$ cat config.mk
export PLATFORM = sky130hd
export DESIGN_NAME = crt_refresh
export DESIGN_NICKNAME = d
export VERILOG_FILES = /design/src/include/crt_pkg.sv /design/src/verilog/crt_fifo.sv /design/src/verilog/crt_refresh.sv
export SDC_FILE = /design/constraint.sdc
export NUM_CORES = 2
export LEC_CHECK = 0
export BUFFER_PORTS_ARGS = -buffer_cell sky130_fd_sc_hd__clkbuf_2
export CAP_MARGIN = 20
export CORE_MARGIN = 5
export CORE_UTILIZATION = 55
export DETAILED_ROUTE_END_ITERATION = 12
export PLACE_DENSITY = 0.71
export REMOVE_ABC_BUFFERS = 1
export SYNTH_ARGS = -nofsm -noshare
export SYNTH_HDL_FRONTEND = slang
export SYNTH_HIERARCHICAL = 1
export SYNTH_SLANG_ARGS = --single-unit
export TNS_END_PERCENT = 20
$ cat constraint.sdc
create_clock -name clk -period 12.2 [get_ports clk]
set_input_delay 2.44 -clock clk [delete_from_list [all_inputs] [get_ports clk]]
set_output_delay 2.44 -clock clk [all_outputs]
set_load 0.02 [all_outputs]
$ cat src/include/crt_pkg.sv
// constants, codes and types shared by the raster refresh controller
package crt_pkg;

  // ****************************************
  // widths and sizes
  // ****************************************
  localparam int DW         = 8;
  localparam int CW         = 7;
  localparam int LW         = 4;
  localparam int BUF_LEN    = 128;
  localparam int FIFO_DEPTH = 16;
  localparam int FRAME_W    = 5;

  // ****************************************
  // command codes, taken from data bits 7:5
  // ****************************************
  localparam logic [2:0] CMD_RESET   = 3'h0;
  localparam logic [2:0] CMD_START   = 3'h1;
  localparam logic [2:0] CMD_STOP    = 3'h2;
  localparam logic [2:0] CMD_CURSOR  = 3'h4;
  localparam logic [2:0] CMD_INT_EN  = 3'h5;
  localparam logic [2:0] CMD_INT_DIS = 3'h6;

  // ****************************************
  // status byte bit positions
  // ****************************************
  localparam int ST_FO = 0;
  localparam int ST_DU = 1;
  localparam int ST_VE = 2;
  localparam int ST_IR = 3;
  localparam int ST_IE = 4;

  // ****************************************
  // format reset values (count minus one)
  // ****************************************
  localparam logic [6:0] RST_CHARS = 7'h4f;
  localparam logic [4:0] RST_HRET  = 5'h0f;
  localparam logic [3:0] RST_LINES = 4'h9;
  localparam logic [5:0] RST_ROWS  = 6'h18;
  localparam logic [1:0] RST_VRET  = 2'h1;

  // ****************************************
  // display data codes and attribute fields
  // ****************************************
  localparam logic [7:0] CODE_EOR  = 8'hf0;
  localparam logic [7:0] CODE_EOS  = 8'hf2;
  localparam logic [1:0] ATTR_TAG  = 2'h2;
  localparam int         AT_HL     = 0;
  localparam int         AT_BLINK  = 1;
  localparam int         AT_GPA    = 2;
  localparam int         AT_UL     = 5;
  localparam int         CUR_BLINK_BIT  = 3;
  localparam int         ATTR_BLINK_BIT = 4;

  typedef enum logic [1:0] {PM_IDLE, PM_RESET, PM_CURSOR} crt_pmode_t;

endpackage

$ cat src/verilog/crt_fifo.sv
// first-in first-out buffer with valid and ready on both sides
`timescale 1ns/1ns
module crt_fifo
#(
  parameter int W = 8,
  parameter int D = 16
)
(
  input  wire logic         clk,
  input  wire logic         rst_b,
  input  wire logic [W-1:0] in_data,
  input  wire logic         in_valid,
  output logic              in_ready,
  output logic      [W-1:0] out_data,
  output logic              out_valid,
  input  wire logic         out_ready
);

  localparam int AW = $clog2(D);

  logic [W-1:0] mem_r [D];
  logic [AW-1:0] wp_r, wp_nxt;
  logic [AW-1:0] rp_r, rp_nxt;
  logic [AW:0]   cnt_r, cnt_nxt;
  logic          push;
  logic          pop;

  // ****************************************
  // pointers and fill level
  // ****************************************
  always_comb
  begin
    in_ready  = cnt_r != (AW+1)'(D);
    out_valid = cnt_r != '0;
    out_data  = mem_r[rp_r];
    push      = in_valid && in_ready;
    pop       = out_valid && out_ready;
    wp_nxt    = push ? ((wp_r == AW'(D - 1)) ? '0 : wp_r + AW'(1)) : wp_r;
    rp_nxt    = pop ? ((rp_r == AW'(D - 1)) ? '0 : rp_r + AW'(1)) : rp_r;
    cnt_nxt   = cnt_r + (AW+1)'(push) - (AW+1)'(pop);
  end

  always_ff @(posedge clk or negedge rst_b)
  begin
    if (!rst_b)
    begin
      wp_r  <= '0;
      rp_r  <= '0;
      cnt_r <= '0;
    end
    else
    begin
      wp_r  <= wp_nxt;
      rp_r  <= rp_nxt;
      cnt_r <= cnt_nxt;
    end
  end

  always_ff @(posedge clk)
  begin
    if (push)
      mem_r[wp_r] <= in_data;
  end

endmodule // crt_fifo

$ cat src/verilog/crt_refresh.sv
// raster refresh controller: host port, row buffers, raster timing and video controls
//
// Behaviour
// - horiz_retrace high through horizontal retrace; video_suppress high, light_enable low.
// - vert_retrace high through vertical retrace; video_suppress high, light_enable low.
// - line_count shows the internal line counter for the character generator.
// - row_buffer_ready high while a row buffer can take character data.
// - character data written only while row buffer select is active.
// - port select high reaches command port, low reaches parameter port.
// - status reads and command or parameter writes need chip select.
// - data lines driven only during a read of the command or parameter port.
// - char_code comes from the row buffer being displayed.
// - highlight high where field attributes ask for intensification.
// - general_attr follows the general purpose field attribute codes.
// - interrupt output goes high when service is needed.
// - suppress video in retrace, end codes, underrun, and blink at 1/16, 1/32.
// - character counter sets characters per row and horizontal retrace length.
`timescale 1ns/1ns
module crt_refresh
(
  input  wire logic                 clk,
  input  wire logic                 rst_b,
  input  wire logic                 port_select,
  input  wire logic                 rd_b,
  input  wire logic                 wr_b,
  input  wire logic                 cs_b,
  input  wire logic                 row_buffer_select_b,
  input  wire logic [crt_pkg::DW-1:0] data_lines_in,
  output logic      [crt_pkg::DW-1:0] data_lines_out,
  output logic                      data_lines_oe,
  output logic                      row_buffer_ready,
  output logic                      interrupt,
  output logic      [crt_pkg::LW-1:0] line_count,
  output logic      [crt_pkg::CW-1:0] char_code,
  output logic                      horiz_retrace,
  output logic                      vert_retrace,
  output logic                      video_suppress,
  output logic                      light_enable,
  output logic                      highlight,
  output logic      [1:0]           general_attr
);
  import crt_pkg::*;

  // ****************************************
  // declarations
  // ****************************************
  logic            rd_d_r, wr_d_r;
  logic            ve_r, ve_nxt, ie_r, ie_nxt, ir_r, ir_nxt;
  logic            du_r, du_nxt, fo_r, fo_nxt;
  crt_pmode_t      pmode_r, pmode_nxt;
  logic            pidx_r, pidx2_r;
  logic [1:0]      pcnt_r, pcnt_nxt;
  logic [6:0]      chars_r, chars_nxt, cur_col_r, cur_col_nxt;
  logic [4:0]      hret_r, hret_nxt;
  logic [3:0]      lines_r, lines_nxt;
  logic [5:0]      rows_r, rows_nxt, cur_row_r, cur_row_nxt;
  logic [1:0]      vret_r, vret_nxt;
  logic [DW-1:0]   dout_r, dout_nxt;
  logic            oe_r, oe_nxt, int_r, int_nxt, rdy_r, rdy_nxt;
  logic            rd_start, wr_start, cmd_wr, par_wr, row_wr, stat_rd, reset_cmd;

  logic [7:0]      char_cnt_r, char_cnt_nxt, last_char;
  logic [3:0]      line_cnt_r, line_cnt_nxt;
  logic [6:0]      row_cnt_r, row_cnt_nxt, last_row;
  logic [FRAME_W-1:0] frame_r, frame_nxt;
  logic            line_end, row_end, frame_end, in_hret, in_vret, vret_start, swap_evt;

  logic [DW-1:0]   rowbuf_r [2][BUF_LEN];
  logic            show_sel_r, show_sel_nxt, under_r, under_nxt;
  logic [7:0]      fill_cnt_r, fill_cnt_nxt;
  logic            fill_done, underrun_evt;
  logic            fifo_in_ready, fifo_out_valid, fifo_out_ready;
  logic [DW-1:0]   fifo_out_data;

  logic [5:0]      attr_cur_r, attr_cur_nxt, attr_row_r, attr_row_nxt, attr_now;
  logic            eol_r, eol_nxt, eos_line_r, eos_line_nxt, eos_rows_r, eos_rows_nxt;
  logic [DW-1:0]   ch;
  logic            active, is_attr, is_eor, is_eos, blank_char, blink, cur_hit;
  logic [LW-1:0]   lc_r, lc_nxt;
  logic [CW-1:0]   cc_r, cc_nxt;
  logic            hr_r, hr_nxt, vr_r, vr_nxt, vsp_r, vsp_nxt, light_enable_r, light_enable_nxt, hl_r, hl_nxt;
  logic [1:0]      gpa_r, gpa_nxt;

  // ****************************************
  // host port
  // ****************************************
  always_comb
  begin
    rd_start  = rd_d_r && !rd_b;
    wr_start  = wr_d_r && !wr_b;
    cmd_wr    = wr_start && !cs_b && row_buffer_select_b && port_select;
    par_wr    = wr_start && !cs_b && row_buffer_select_b && !port_select;
    row_wr    = wr_start && cs_b && !row_buffer_select_b;
    stat_rd   = rd_start && !cs_b && row_buffer_select_b && port_select;
    reset_cmd = cmd_wr && data_lines_in[7:5] == CMD_RESET;
    ve_nxt = ve_r; ie_nxt = ie_r; ir_nxt = ir_r; du_nxt = du_r; fo_nxt = fo_r;
    pmode_nxt = pmode_r; pcnt_nxt = pcnt_r;
    chars_nxt = chars_r; hret_nxt = hret_r; lines_nxt = lines_r;
    rows_nxt = rows_r; vret_nxt = vret_r; cur_col_nxt = cur_col_r; cur_row_nxt = cur_row_r;
    dout_nxt = dout_r;
    if (rd_start)
      dout_nxt = stat_rd ? {3'h0, ie_r, ir_r, ve_r, du_r, fo_r} : '0;
    oe_nxt = !rd_b && !cs_b && row_buffer_select_b;
    if (stat_rd)
    begin
      ir_nxt = 1'b0;
      du_nxt = 1'b0;
      fo_nxt = 1'b0;
    end
    if (cmd_wr)
    begin
      pcnt_nxt = '0;
      unique case (data_lines_in[7:5])
        CMD_RESET:   begin ve_nxt = 1'b0; pmode_nxt = PM_RESET; end
        CMD_START:   ve_nxt = 1'b1;
        CMD_STOP:    ve_nxt = 1'b0;
        CMD_CURSOR:  pmode_nxt = PM_CURSOR;
        CMD_INT_EN:  ie_nxt = 1'b1;
        CMD_INT_DIS: ie_nxt = 1'b0;
        default:     pmode_nxt = PM_IDLE;
      endcase
    end
    else if (par_wr)
    begin
      pcnt_nxt = pcnt_r + 2'h1;
      unique case (pmode_r)
        PM_IDLE: pcnt_nxt = pcnt_r;
        PM_RESET:
        begin
          unique case (pcnt_r)
            2'h0: chars_nxt = data_lines_in[6:0];
            2'h1: begin vret_nxt = data_lines_in[7:6]; rows_nxt = data_lines_in[5:0]; end
            2'h2: lines_nxt = data_lines_in[3:0];
            2'h3: begin hret_nxt = data_lines_in[4:0]; pmode_nxt = PM_IDLE; end
          endcase
        end
        PM_CURSOR:
        begin
          if (pcnt_r == 2'h0)
            cur_col_nxt = data_lines_in[6:0];
          else
          begin
            cur_row_nxt = data_lines_in[5:0];
            pmode_nxt   = PM_IDLE;
          end
        end
      endcase
    end
    if (vret_start)
      ir_nxt = 1'b1;
    if (underrun_evt)
      du_nxt = 1'b1;
    if (row_wr && !fifo_in_ready)
      fo_nxt = 1'b1;
    int_nxt = ir_nxt && ie_nxt;
    rdy_nxt = ve_nxt && fifo_in_ready && !under_r;
  end

  always_ff @(posedge clk or negedge rst_b)
  begin
    if (!rst_b)
    begin
      rd_d_r <= 1'b1; wr_d_r <= 1'b1;
      ve_r <= 1'b0; ie_r <= 1'b0; ir_r <= 1'b0; du_r <= 1'b0; fo_r <= 1'b0;
      pmode_r <= PM_IDLE; pcnt_r <= '0;
      chars_r <= RST_CHARS; hret_r <= RST_HRET; lines_r <= RST_LINES;
      rows_r <= RST_ROWS; vret_r <= RST_VRET; cur_col_r <= '0; cur_row_r <= '0;
      dout_r <= '0; oe_r <= 1'b0; int_r <= 1'b0; rdy_r <= 1'b0;
    end
    else
    begin
      rd_d_r <= rd_b; wr_d_r <= wr_b;
      ve_r <= ve_nxt; ie_r <= ie_nxt; ir_r <= ir_nxt; du_r <= du_nxt; fo_r <= fo_nxt;
      pmode_r <= pmode_nxt; pcnt_r <= pcnt_nxt;
      chars_r <= chars_nxt; hret_r <= hret_nxt; lines_r <= lines_nxt;
      rows_r <= rows_nxt; vret_r <= vret_nxt; cur_col_r <= cur_col_nxt; cur_row_r <= cur_row_nxt;
      dout_r <= dout_nxt; oe_r <= oe_nxt; int_r <= int_nxt; rdy_r <= rdy_nxt;
    end
  end

  // ****************************************
  // raster counters
  // ****************************************
  always_comb
  begin
    last_char  = {1'b0, chars_r} + {3'h0, hret_r} + 8'h01;
    last_row   = {1'b0, rows_r} + {5'h00, vret_r} + 7'h01;
    line_end   = char_cnt_r == last_char;
    row_end    = line_end && line_cnt_r == lines_r;
    frame_end  = row_end && row_cnt_r == last_row;
    in_hret    = char_cnt_r > {1'b0, chars_r};
    in_vret    = row_cnt_r > {1'b0, rows_r};
    vret_start = row_end && row_cnt_r == {1'b0, rows_r};
    swap_evt   = ve_r && row_end && (frame_end || row_cnt_r < {1'b0, rows_r});
    char_cnt_nxt = line_end ? 8'h00 : char_cnt_r + 8'h01;
    line_cnt_nxt = row_end ? 4'h0 : (line_end ? line_cnt_r + 4'h1 : line_cnt_r);
    row_cnt_nxt  = frame_end ? 7'h00 : (row_end ? row_cnt_r + 7'h01 : row_cnt_r);
    frame_nxt    = frame_end ? frame_r + FRAME_W'(1) : frame_r;
  end

  always_ff @(posedge clk or negedge rst_b)
  begin
    if (!rst_b)
    begin
      char_cnt_r <= '0; line_cnt_r <= '0; row_cnt_r <= '0; frame_r <= '0;
    end
    else
    begin
      char_cnt_r <= char_cnt_nxt; line_cnt_r <= line_cnt_nxt;
      row_cnt_r <= row_cnt_nxt; frame_r <= frame_nxt;
    end
  end

  // ****************************************
  // row buffer loading and swap
  // ****************************************
  crt_fifo #(.W(DW), .D(FIFO_DEPTH)) u_fifo
  (
    .clk       (clk),
    .rst_b     (rst_b),
    .in_data   (data_lines_in),
    .in_valid  (row_wr),
    .in_ready  (fifo_in_ready),
    .out_data  (fifo_out_data),
    .out_valid (fifo_out_valid),
    .out_ready (fifo_out_ready)
  );

  always_comb
  begin
    fill_done      = fill_cnt_r == {1'b0, chars_r} + 8'h01;
    fifo_out_ready = ve_r && !fill_done;
    underrun_evt   = swap_evt && !fill_done;
    show_sel_nxt   = show_sel_r;
    fill_cnt_nxt   = fill_cnt_r;
    under_nxt      = vret_start ? 1'b0 : under_r;
    if (fifo_out_valid && fifo_out_ready)
      fill_cnt_nxt = fill_cnt_r + 8'h01;
    if (swap_evt && fill_done)
    begin
      show_sel_nxt = !show_sel_r;
      fill_cnt_nxt = 8'h00;
    end
    if (underrun_evt)
      under_nxt = 1'b1;
    if (reset_cmd)
      fill_cnt_nxt = 8'h00;
  end

  always_ff @(posedge clk or negedge rst_b)
  begin
    if (!rst_b)
    begin
      show_sel_r <= 1'b0; fill_cnt_r <= '0; under_r <= 1'b0;
    end
    else
    begin
      show_sel_r <= show_sel_nxt; fill_cnt_r <= fill_cnt_nxt; under_r <= under_nxt;
    end
  end

  always_ff @(posedge clk)
  begin
    if (fifo_out_valid && fifo_out_ready)
      rowbuf_r[!show_sel_r][fill_cnt_r[6:0]] <= fifo_out_data;
  end

  // ****************************************
  // video controls
  // ****************************************
  always_comb
  begin
    ch         = rowbuf_r[show_sel_r][char_cnt_r[6:0]];
    active     = !in_hret && !in_vret;
    is_attr    = ch[7:6] == ATTR_TAG;
    is_eor     = ch == CODE_EOR;
    is_eos     = ch == CODE_EOS;
    attr_now   = (active && is_attr) ? ch[5:0] : attr_cur_r;
    cur_hit    = char_cnt_r[6:0] == cur_col_r && row_cnt_r == {1'b0, cur_row_r};
    blank_char = !ve_r || under_r || eol_r || eos_rows_r || is_attr || is_eor || is_eos;
    blink      = (attr_now[AT_BLINK] && frame_r[ATTR_BLINK_BIT])
                 || (cur_hit && frame_r[CUR_BLINK_BIT]);
    attr_cur_nxt = attr_now;
    attr_row_nxt = attr_row_r;
    eol_nxt      = eol_r || (active && (is_eor || is_eos));
    eos_line_nxt = eos_line_r || (active && is_eos);
    eos_rows_nxt = eos_rows_r;
    if (line_end)
    begin
      eol_nxt      = 1'b0;
      eos_line_nxt = 1'b0;
      attr_cur_nxt = row_end ? attr_cur_r : attr_row_r;
      if (row_end)
      begin
        attr_row_nxt = attr_cur_r;
        eos_rows_nxt = eos_rows_r || eos_line_r;
      end
    end
    if (frame_end)
    begin
      attr_cur_nxt = '0;
      attr_row_nxt = '0;
      eos_rows_nxt = 1'b0;
    end
    lc_nxt   = line_cnt_r;
    cc_nxt   = ch[CW-1:0];
    hr_nxt   = in_hret;
    vr_nxt   = in_vret;
    vsp_nxt  = !active || blank_char || blink;
    light_enable_nxt = active && !blank_char && attr_now[AT_UL] && line_cnt_r == lines_r;
    hl_nxt   = active && !blank_char && attr_now[AT_HL];
    gpa_nxt  = active ? attr_now[AT_GPA+1:AT_GPA] : 2'h0;
  end

  always_ff @(posedge clk or negedge rst_b)
  begin
    if (!rst_b)
    begin
      attr_cur_r <= '0; attr_row_r <= '0; eol_r <= 1'b0; eos_line_r <= 1'b0; eos_rows_r <= 1'b0;
      lc_r <= '0; cc_r <= '0; hr_r <= 1'b0; vr_r <= 1'b0; vsp_r <= 1'b1;
      light_enable_r <= 1'b0; hl_r <= 1'b0; gpa_r <= '0;
    end
    else
    begin
      attr_cur_r <= attr_cur_nxt; attr_row_r <= attr_row_nxt; eol_r <= eol_nxt;
      eos_line_r <= eos_line_nxt; eos_rows_r <= eos_rows_nxt;
      lc_r <= lc_nxt; cc_r <= cc_nxt; hr_r <= hr_nxt; vr_r <= vr_nxt; vsp_r <= vsp_nxt;
      light_enable_r <= light_enable_nxt; hl_r <= hl_nxt; gpa_r <= gpa_nxt;
    end
  end

  // ****************************************
  // outputs
  // ****************************************
  assign data_lines_out   = dout_r;
  assign data_lines_oe    = oe_r;
  assign row_buffer_ready = rdy_r;
  assign interrupt        = int_r;
  assign line_count       = lc_r;
  assign char_code        = cc_r;
  assign horiz_retrace    = hr_r;
  assign vert_retrace     = vr_r;
  assign video_suppress   = vsp_r;
  assign light_enable     = light_enable_r;
  assign highlight        = hl_r;
  assign general_attr     = gpa_r;

endmodule // crt_refresh

# ---- Word-level counts from Yosys, hierarchy flattened
# Memories as Yosys holds them, arrays and structs flattened.
# Cells that the tools add are included.
dict set report word_totals {
  regBits 139
  ramBits 2176
  inputBits 15
  out_inout_bits 29
  elab_cells 243
  mem_count 2
}
# memory words width read_ports rd_ports_with_merged_regs write_ports line
set memory_table {}
lappend memory_table {rowbuf_r 2 1024 1 0 1 crt_refresh.sv:68} ;# logic [DW-1:0] rowbuf_r [2][BUF_LEN];
lappend memory_table {u_fifo.mem_r 16 8 1 0 1 crt_fifo.sv:21} ;# logic [W-1:0] mem_r [D];
dict set report classes {
  add_sub_neg 15
  n_lt_le_gt_ge 6
  n_eq_ne 27
  n_mux 52
  n_bitwise 4
  n_reduce_logical 93
}
# operator count
set ops {}
lappend ops {{1024-bit 2-to-1 mux} 1}
lappend ops {{8-bit binary-select mux with 7-bit select} 1}
lappend ops {{8-bit demux with 7-bit select} 1}
lappend ops {{8-bit 2-to-1 mux} 7}
lappend ops {{1-bit logical AND} 40}
lappend ops {{6-bit 2-to-1 mux} 6}
lappend ops {{8-bit by 1-bit adder with 8-bit output (second input constant)} 3}
lappend ops {{4-bit AND reduction} 6}
lappend ops {{1-bit 2-to-1 mux} 17}
lappend ops {{8-bit equality test} 2}
lappend ops {{8-bit equality test (second input constant)} 2}
lappend ops {{8-bit >= comparator (second input constant)} 2}
lappend ops {{2-bit 2-to-1 mux} 8}
lappend ops {{4-bit 2-to-1 mux} 4}
lappend ops {{7-bit NOT with 8-bit output} 2}
lappend ops {{7-bit by 1-bit adder with 7-bit output (second input constant)} 2}
lappend ops {{7-bit by 6-bit equality test with 1-bit output} 2}
lappend ops {{7-bit equality test} 2}
lappend ops {{1-bit logical NOT} 14}
lappend ops {{1-bit logical OR} 14}
lappend ops {{7-bit 2-to-1 mux} 2}
lappend ops {{2-bit nonzero test} 7}
lappend ops {{4-bit by 1-bit adder with 4-bit output (second input constant)} 3}
lappend ops {{3-bit equality test (second input constant)} 3}
lappend ops {{other kinds (34)} 46}

# ---- Depth between registers and ports, before layout
dict set report logic_depth {
  word_depth 12
  ltp_mapped 18
  depth_no_buf 17
}

# ---- By module
# Netlist, hierarchy kept.
# module n_inst cells_per_inst area_per_inst_um2 seq_area_each_um2
set modules_own_cells {}
lappend modules_own_cells {crt_refresh 1 4402 86405.4 64548.2}
lappend modules_own_cells {crt_fifo 1 311 5781.8 4169.0}

# ---- Worst setup path before layout
# Ideal clock, no wire load.
dict set report synth_timing {
  kind {register -> register}
  from {register u_fifo.rp_r[0]}
  to {memory rowbuf_r[0][1002] (netlist bit), data pin}
  setup_time_ns 1.455
  arrival_time_ns 7.454
  required_time_ns 10.745
  path_slack_ns 3.291
  stages_incl_launch_ff 7
  n_path_buf 2
  synth_period_minus_slack_ns 8.909
  cell_sequence {dfrtp_1 -> buf_4 -> and2_1 -> clkbuf_1 -> a22oi_1 -> mux2i_1 -> o21ai_1}
}
dict set report synth_via {
  elab_chain_len 1
}
# element line
set synth_rtl {}
lappend synth_rtl {{start, declared} crt_fifo.sv:23} ;# logic [AW-1:0] rp_r, rp_nxt;
lappend synth_rtl {{start signal, assigned} crt_fifo.sv:54} ;# rp_r <= rp_nxt;
lappend synth_rtl {{memory read 16 x 8 bit} n/a}
lappend synth_rtl {{named net fifo_out_data[2]} crt_refresh.sv:73} ;# logic [DW-1:0] fifo_out_data;
lappend synth_rtl {{end, declared} crt_refresh.sv:68}
# The timed path passes the listed nets, and every way through them passes these cells.

# ---- Worst setup path after layout
dict set report layout_timing {
  from {register show_sel_r}
  to {register eos_line_r}
}
dict set report layout_via {
  elab_chain_len 8
}
# element line
set layout_rtl {}
lappend layout_rtl {{start, declared} crt_refresh.sv:69} ;# logic show_sel_r, show_sel_nxt, under_r, under_nxt;
lappend layout_rtl {{start signal, assigned} crt_refresh.sv:258} ;# show_sel_r <= show_sel_nxt; fill_cnt_r <= fill_cnt_nxt; under_r <= under_nxt;
lappend layout_rtl {{memory read 2 x 1024 bit} n/a}
lappend layout_rtl {{8-bit binary-select mux with 7-bit select} crt_refresh.sv:273} ;# ch = rowbuf_r[show_sel_r][char_cnt_r[6:0]];
lappend layout_rtl {{8-bit 2-to-1 mux (implied by the code) (2 in a row)} crt_refresh.sv:273}
lappend layout_rtl {{named net ch[2]} crt_refresh.sv:77} ;# logic [DW-1:0] ch;
lappend layout_rtl {{8-bit equality test} crt_refresh.sv:277} ;# is_eos = ch == CODE_EOS;
lappend layout_rtl {{1-bit logical AND} crt_refresh.sv:286} ;# eos_line_nxt = eos_line_r || (active && is_eos);
lappend layout_rtl {{1-bit logical OR} crt_refresh.sv:286}
lappend layout_rtl {{1-bit 2-to-1 mux} crt_refresh.sv:288} ;# if (line_end)
lappend layout_rtl {{named net eos_line_nxt} crt_refresh.sv:76} ;# logic eol_r, eol_nxt, eos_line_r, eos_line_nxt, eos_rows_r, eos_rows_nxt;
lappend layout_rtl {{end signal, assigned} crt_refresh.sv:326} ;# eos_line_r <= eos_line_nxt; eos_rows_r <= eos_rows_nxt;
lappend layout_rtl {{end, declared} crt_refresh.sv:76}
# The timed path passes the listed nets, and every way through them passes these cells. The select of a mux whose other input is x is not followed.
# A chain may end at the register's enable or synchronous reset.

==> metrics.cfg <==
[status]
run_status=complete, no violations

[clock_network]
cts_buffer_depth=3
cts_made_buffers=221
cts.hold.buffers_added=0
clk_latency_ps=840
cts.sinks=2310
clkSlewWorstSetupHoldPaths_ps=60
cts_tree=built
clock-root-buffer=sky130_fd_sc_hd__clkbuf_16
cts_setup_buffers=0
cts_htree_levels=4
post_cts_resized=0

[routing]
met3_length_mm=27.9
vias=48395
drt.antenna.violating_nets=0
drt_iter0_markers=7049
post_drt_wl_per_cell_um=33.2
wl_met2_mm=108
drc=0
detail_route.wirelength.met1_mm=92.0
highest-signal-layer=met4
drt_wl_total_mm=239
drt-vias-per-instance=6.72
dr.pass1.iters=6

[critical_path]
worstReg2RegStart=show_sel_r$_DFFE_PN0P_
crit_path_max_incr_delay_ps=930
r2r_cells=10
critPathSlowestCell=sky130_fd_sc_hd__dfrtp_4
setup.worst_path.end=eos_line_r$_DFF_PN0_
critical_path_peak_fanout=42
worst-setup-path-type=flop to flop
cp.arrival_ps=6470
regToRegEndpoint=eos_line_r$_DFF_PN0_
critical_path.startpoint=show_sel_r$_DFFE_PN0P_
setup_slack_reg_to_reg_ps=6500
worstPathRequired_ps=12970
cp_cell_sequence=buf_4 > buf_4 > mux4_2 > mux2i_1 > o21ai_0 > a211oi_1 > o22ai_1 > nand4bb_1 > nor4_2 > a22o_1
critPathMostFrequentCell=sky130_fd_sc_hd__buf_4
startpoint_type=flop
setup.worst_path.end_class=flop

[sta]
worst_slew_pin_slew_ps=1190
max_transition_viols_final=0
setup-violations-final=0
timing.fmax_ghz=0.175
post-route-min-period_ps=5700
fin_crit_sh=0.467
grt_setup_unrepaired=false
finalSetupTns_ps=0
hold_viol_final=0
finClkSkew_ps=39.0
timing.slew.headroom=0.202

[job]
cap_violations=0

[floorplanning]
die-height_um=419
placeableCoreArea_um2=167000
floorplan.io_pins=44
initial_cell_density_of_the_core=0.553
dieWidth_um=419
std_cell_rows=150
floorplan.die_area_um2=176000

[yosys]
synth-seq-cells=2310
synthesized_instance_count=4713
synthDistinctLibCells=100
seq_area_frac_synth=0.745
postSynth.asyncResetShare=0.0580
synth_ff_type=sky130_fd_sc_hd__edfxtp_1
synth-edff-count=2176
yosys_synthesis_warning_count=6
syn_area_um2=92200
synth.avg_cell_area_um2=19.6

[pwr]
p_per_area_nw_per_um2=234
cell_internal_pwr_mw=16.1
max-vdd-ir-drop_v=0.000292
p_comb_frac=0.242
clock_power_share=0.284
power.static_leakage_nw=32.6
design_power_total_mw=23.8
seqPwrFrac=0.474
netSwitchingPower_mw=7.69
p_sw_frac=0.323

[worst_hold_path]
min-delay-path-class=flop to flop

[placement]
place.detailed.hpwl_mm=142
gpl.final_weighted_congestion=0.877
placement.io_buffers=40
place.detailed.instances=6789

[global_route]
maximum_number_of_pins_on_one_net_before_global_route_repair=197
antenna_violations_before_repair=3
grt_first_pass_wirelength_mm=342
global_route.usage.total=0.272
grt_pass1_vias=47153
global_route.overflow_total=0

[final_layout]
fillCellCount=11583
finalNonFillerCells=7206
syn_to_final_growth_pct=10.3
drive_gt1_frac=0.202
num-nets-final=4872

synthesized netlist by cell type (18+ instances only):
cell,n,area share
sky130_fd_sc_hd__and2_1,26,0.0018
sky130_fd_sc_hd__mux2i_1,258,0.028
sky130_fd_sc_hd__buf_2,71,0.0039
sky130_fd_sc_hd__xnor2_1,43,0.0041
sky130_fd_sc_hd__buf_6,37,0.0045
sky130_fd_sc_hd__mux2_2,60,0.0073
sky130_fd_sc_hd__edfxtp_1,2176,0.71
sky130_fd_sc_hd__nor2b_1,27,0.0018
sky130_fd_sc_hd__a21oi_1,91,0.0049
sky130_fd_sc_hd__a22o_1,25,0.0024
sky130_fd_sc_hd__nor3_1,24,0.0013
sky130_fd_sc_hd__nand3_1,50,0.0027
sky130_fd_sc_hd__o221ai_1,54,0.0051
sky130_fd_sc_hd__a221oi_1,46,0.0044
sky130_fd_sc_hd__a22oi_1,73,0.0059
sky130_fd_sc_hd__nor2_1,315,0.013
sky130_fd_sc_hd__ha_1,41,0.0056
sky130_fd_sc_hd__nand2_1,126,0.0051
sky130_fd_sc_hd__buf_4,30,0.0024
sky130_fd_sc_hd__dfrtp_1,117,0.032
sky130_fd_sc_hd__o21ai_0,73,0.0040
sky130_fd_sc_hd__inv_1,54,0.0022
sky130_fd_sc_hd__mux4_2,418,0.10
sky130_fd_sc_hd__mux4_1,23,0.0066
sky130_fd_sc_hd__xor2_1,21,0.0020
sky130_fd_sc_hd__a211oi_1,18,0.0015
sky130_fd_sc_hd__clkbuf_1,102,0.0042
worst min path at each step:
stage                           from                      end  slack [ps]  cells past startpoint
6_report       lc_nxt[2]$_DFFE_PN0P_  line_count[2]$_DFF_PN0_         480                      0
5_1_grt        lc_nxt[2]$_DFFE_PN0P_  line_count[2]$_DFF_PN0_         510                      0
4_1_cts        lc_nxt[2]$_DFFE_PN0P_  line_count[2]$_DFF_PN0_         490                      0
3_5_place_dp   lc_nxt[2]$_DFFE_PN0P_  line_count[2]$_DFF_PN0_         470                      0
3_3_place_gp   lc_nxt[2]$_DFFE_PN0P_  line_count[2]$_DFF_PN0_         460                      0
2_1_floorplan  lc_nxt[2]$_DFFE_PN0P_  line_count[2]$_DFF_PN0_         420                      0
per-stage QoR:
stage                util  cell area [um2]  setup WS (ps)  hold slack (ps)
finish              0.609           102000           6500              481
global route        0.609           102000           6100              506
CTS                 0.609           102000           6530              487
detailed placement  0.566            94400           6620              472
global placement    0.566            94400           6630              461
floorplan               -            90400         -13460              418
layer usage:
layer  vias up  GRT usage
met5         -          0
met4         0      0.114
met3       520     0.0715
met2      3072      0.402
met1     25300      0.391
li1      19503          -
cell type report:
cell class	instances	area (um2)	area share
well taps	2204	2760	0.0271
clock inverters	118	1150	0.0113
diodes	2	5.00	0.0000492
flip-flops and latches	2310	68700	0.676
repair buffers	152	1250	0.0123
clock buffers	292	5960	0.0586
multi-input cells	2070	21600	0.212
inverters	58	220	0.00217
power by group through the flow:
stage / combinational, mW / clock, mW / sequential, mW
final: 5.76 / 6.75 / 11.3
after global routing: 5.99 / 7.16 / 11.3
after CTS: 5.58 / 6.80 / 11.3
after detailed placement: 5.58 / 0 / 11.5
after global placement: 5.39 / 0 / 11.4
after floorplan: 3.09 / 0 / 12.5
worst max-delay path: cells and delay by family (launching register included):
| kind | cells | cell delay, ps |
|---|---|---|
| flip-flops | 1 | 930 |
| multiplexers | 2 | 810 |
| AND/OR/NAND/NOR | 2 | 650 |
| buffers and inverters | 2 | 1430 |
| AO/OA/AOI/OAI | 4 | 1720 |
registers in the layout, indices dropped and copies added (netlist names), 4 cells and up:
register and count:
u_fifo/wp_r 4, data_lines_out 5, attr_row_r 5, line_count 4
lc_nxt 4, row_cnt_r 7, rowbuf_r 2048, hret_r 5
attr_cur_r 5, chars_r 7, lines_r 4, u_fifo/cnt_r 5
u_fifo/rp_r 4, cur_col_r 7, rows_r 6, fill_cnt_r 8
char_cnt_r 8, cur_row_r 6, char_code 7, u_fifo/mem_r 128
frame_r 5
cells in the final DEF (no fill, tap or decap), types with 23 or more instances in the layout:
cell type / netlist / routed
sky130_fd_sc_hd__a21oi_1: 91 / 91
sky130_fd_sc_hd__a221oi_1: 46 / 46
sky130_fd_sc_hd__a22o_1: 25 / 25
sky130_fd_sc_hd__a22oi_1: 73 / 73
sky130_fd_sc_hd__and2_1: 26 / 25
sky130_fd_sc_hd__buf_4: 30 / 95
sky130_fd_sc_hd__clkbuf_1: 102 / 59
sky130_fd_sc_hd__clkbuf_16: 0 / 225
sky130_fd_sc_hd__clkbuf_2: 0 / 39
sky130_fd_sc_hd__clkinv_1: 2 / 47
sky130_fd_sc_hd__clkinv_2: 0 / 36
sky130_fd_sc_hd__dfrtp_1: 117 / 110
sky130_fd_sc_hd__edfxtp_1: 2176 / 2176
sky130_fd_sc_hd__ha_1: 41 / 41
sky130_fd_sc_hd__inv_1: 54 / 53
sky130_fd_sc_hd__mux2_2: 60 / 60
sky130_fd_sc_hd__mux2i_1: 258 / 258
sky130_fd_sc_hd__mux4_1: 23 / 23
sky130_fd_sc_hd__mux4_2: 418 / 418
sky130_fd_sc_hd__nand2_1: 126 / 124
sky130_fd_sc_hd__nand3_1: 50 / 49
sky130_fd_sc_hd__nor2_1: 315 / 313
sky130_fd_sc_hd__nor2b_1: 27 / 23
sky130_fd_sc_hd__o21ai_0: 73 / 73
sky130_fd_sc_hd__o221ai_1: 54 / 54
sky130_fd_sc_hd__xnor2_1: 43 / 43
kinds of logic (layout without fill, tap and decap cells):
logic type | count (synthesis) | after routing | share of synthesized area
AND/OR/NAND/NOR | 655 | 655 | 0.0327
XOR/XNOR | 64 | 64 | 0.00608
adder cells (fa/ha/maj) | 44 | 44 | 0.00622
multiplexers | 763 | 763 | 0.145
AO/OA/AOI/OAI | 541 | 541 | 0.0426
flip-flops | 2310 | 2310 | 0.745
buffers and inverters | 335 | 620 | 0.0223
other | 1 | 5 | 0.0000407
Power figures use the tool's default switching activity.
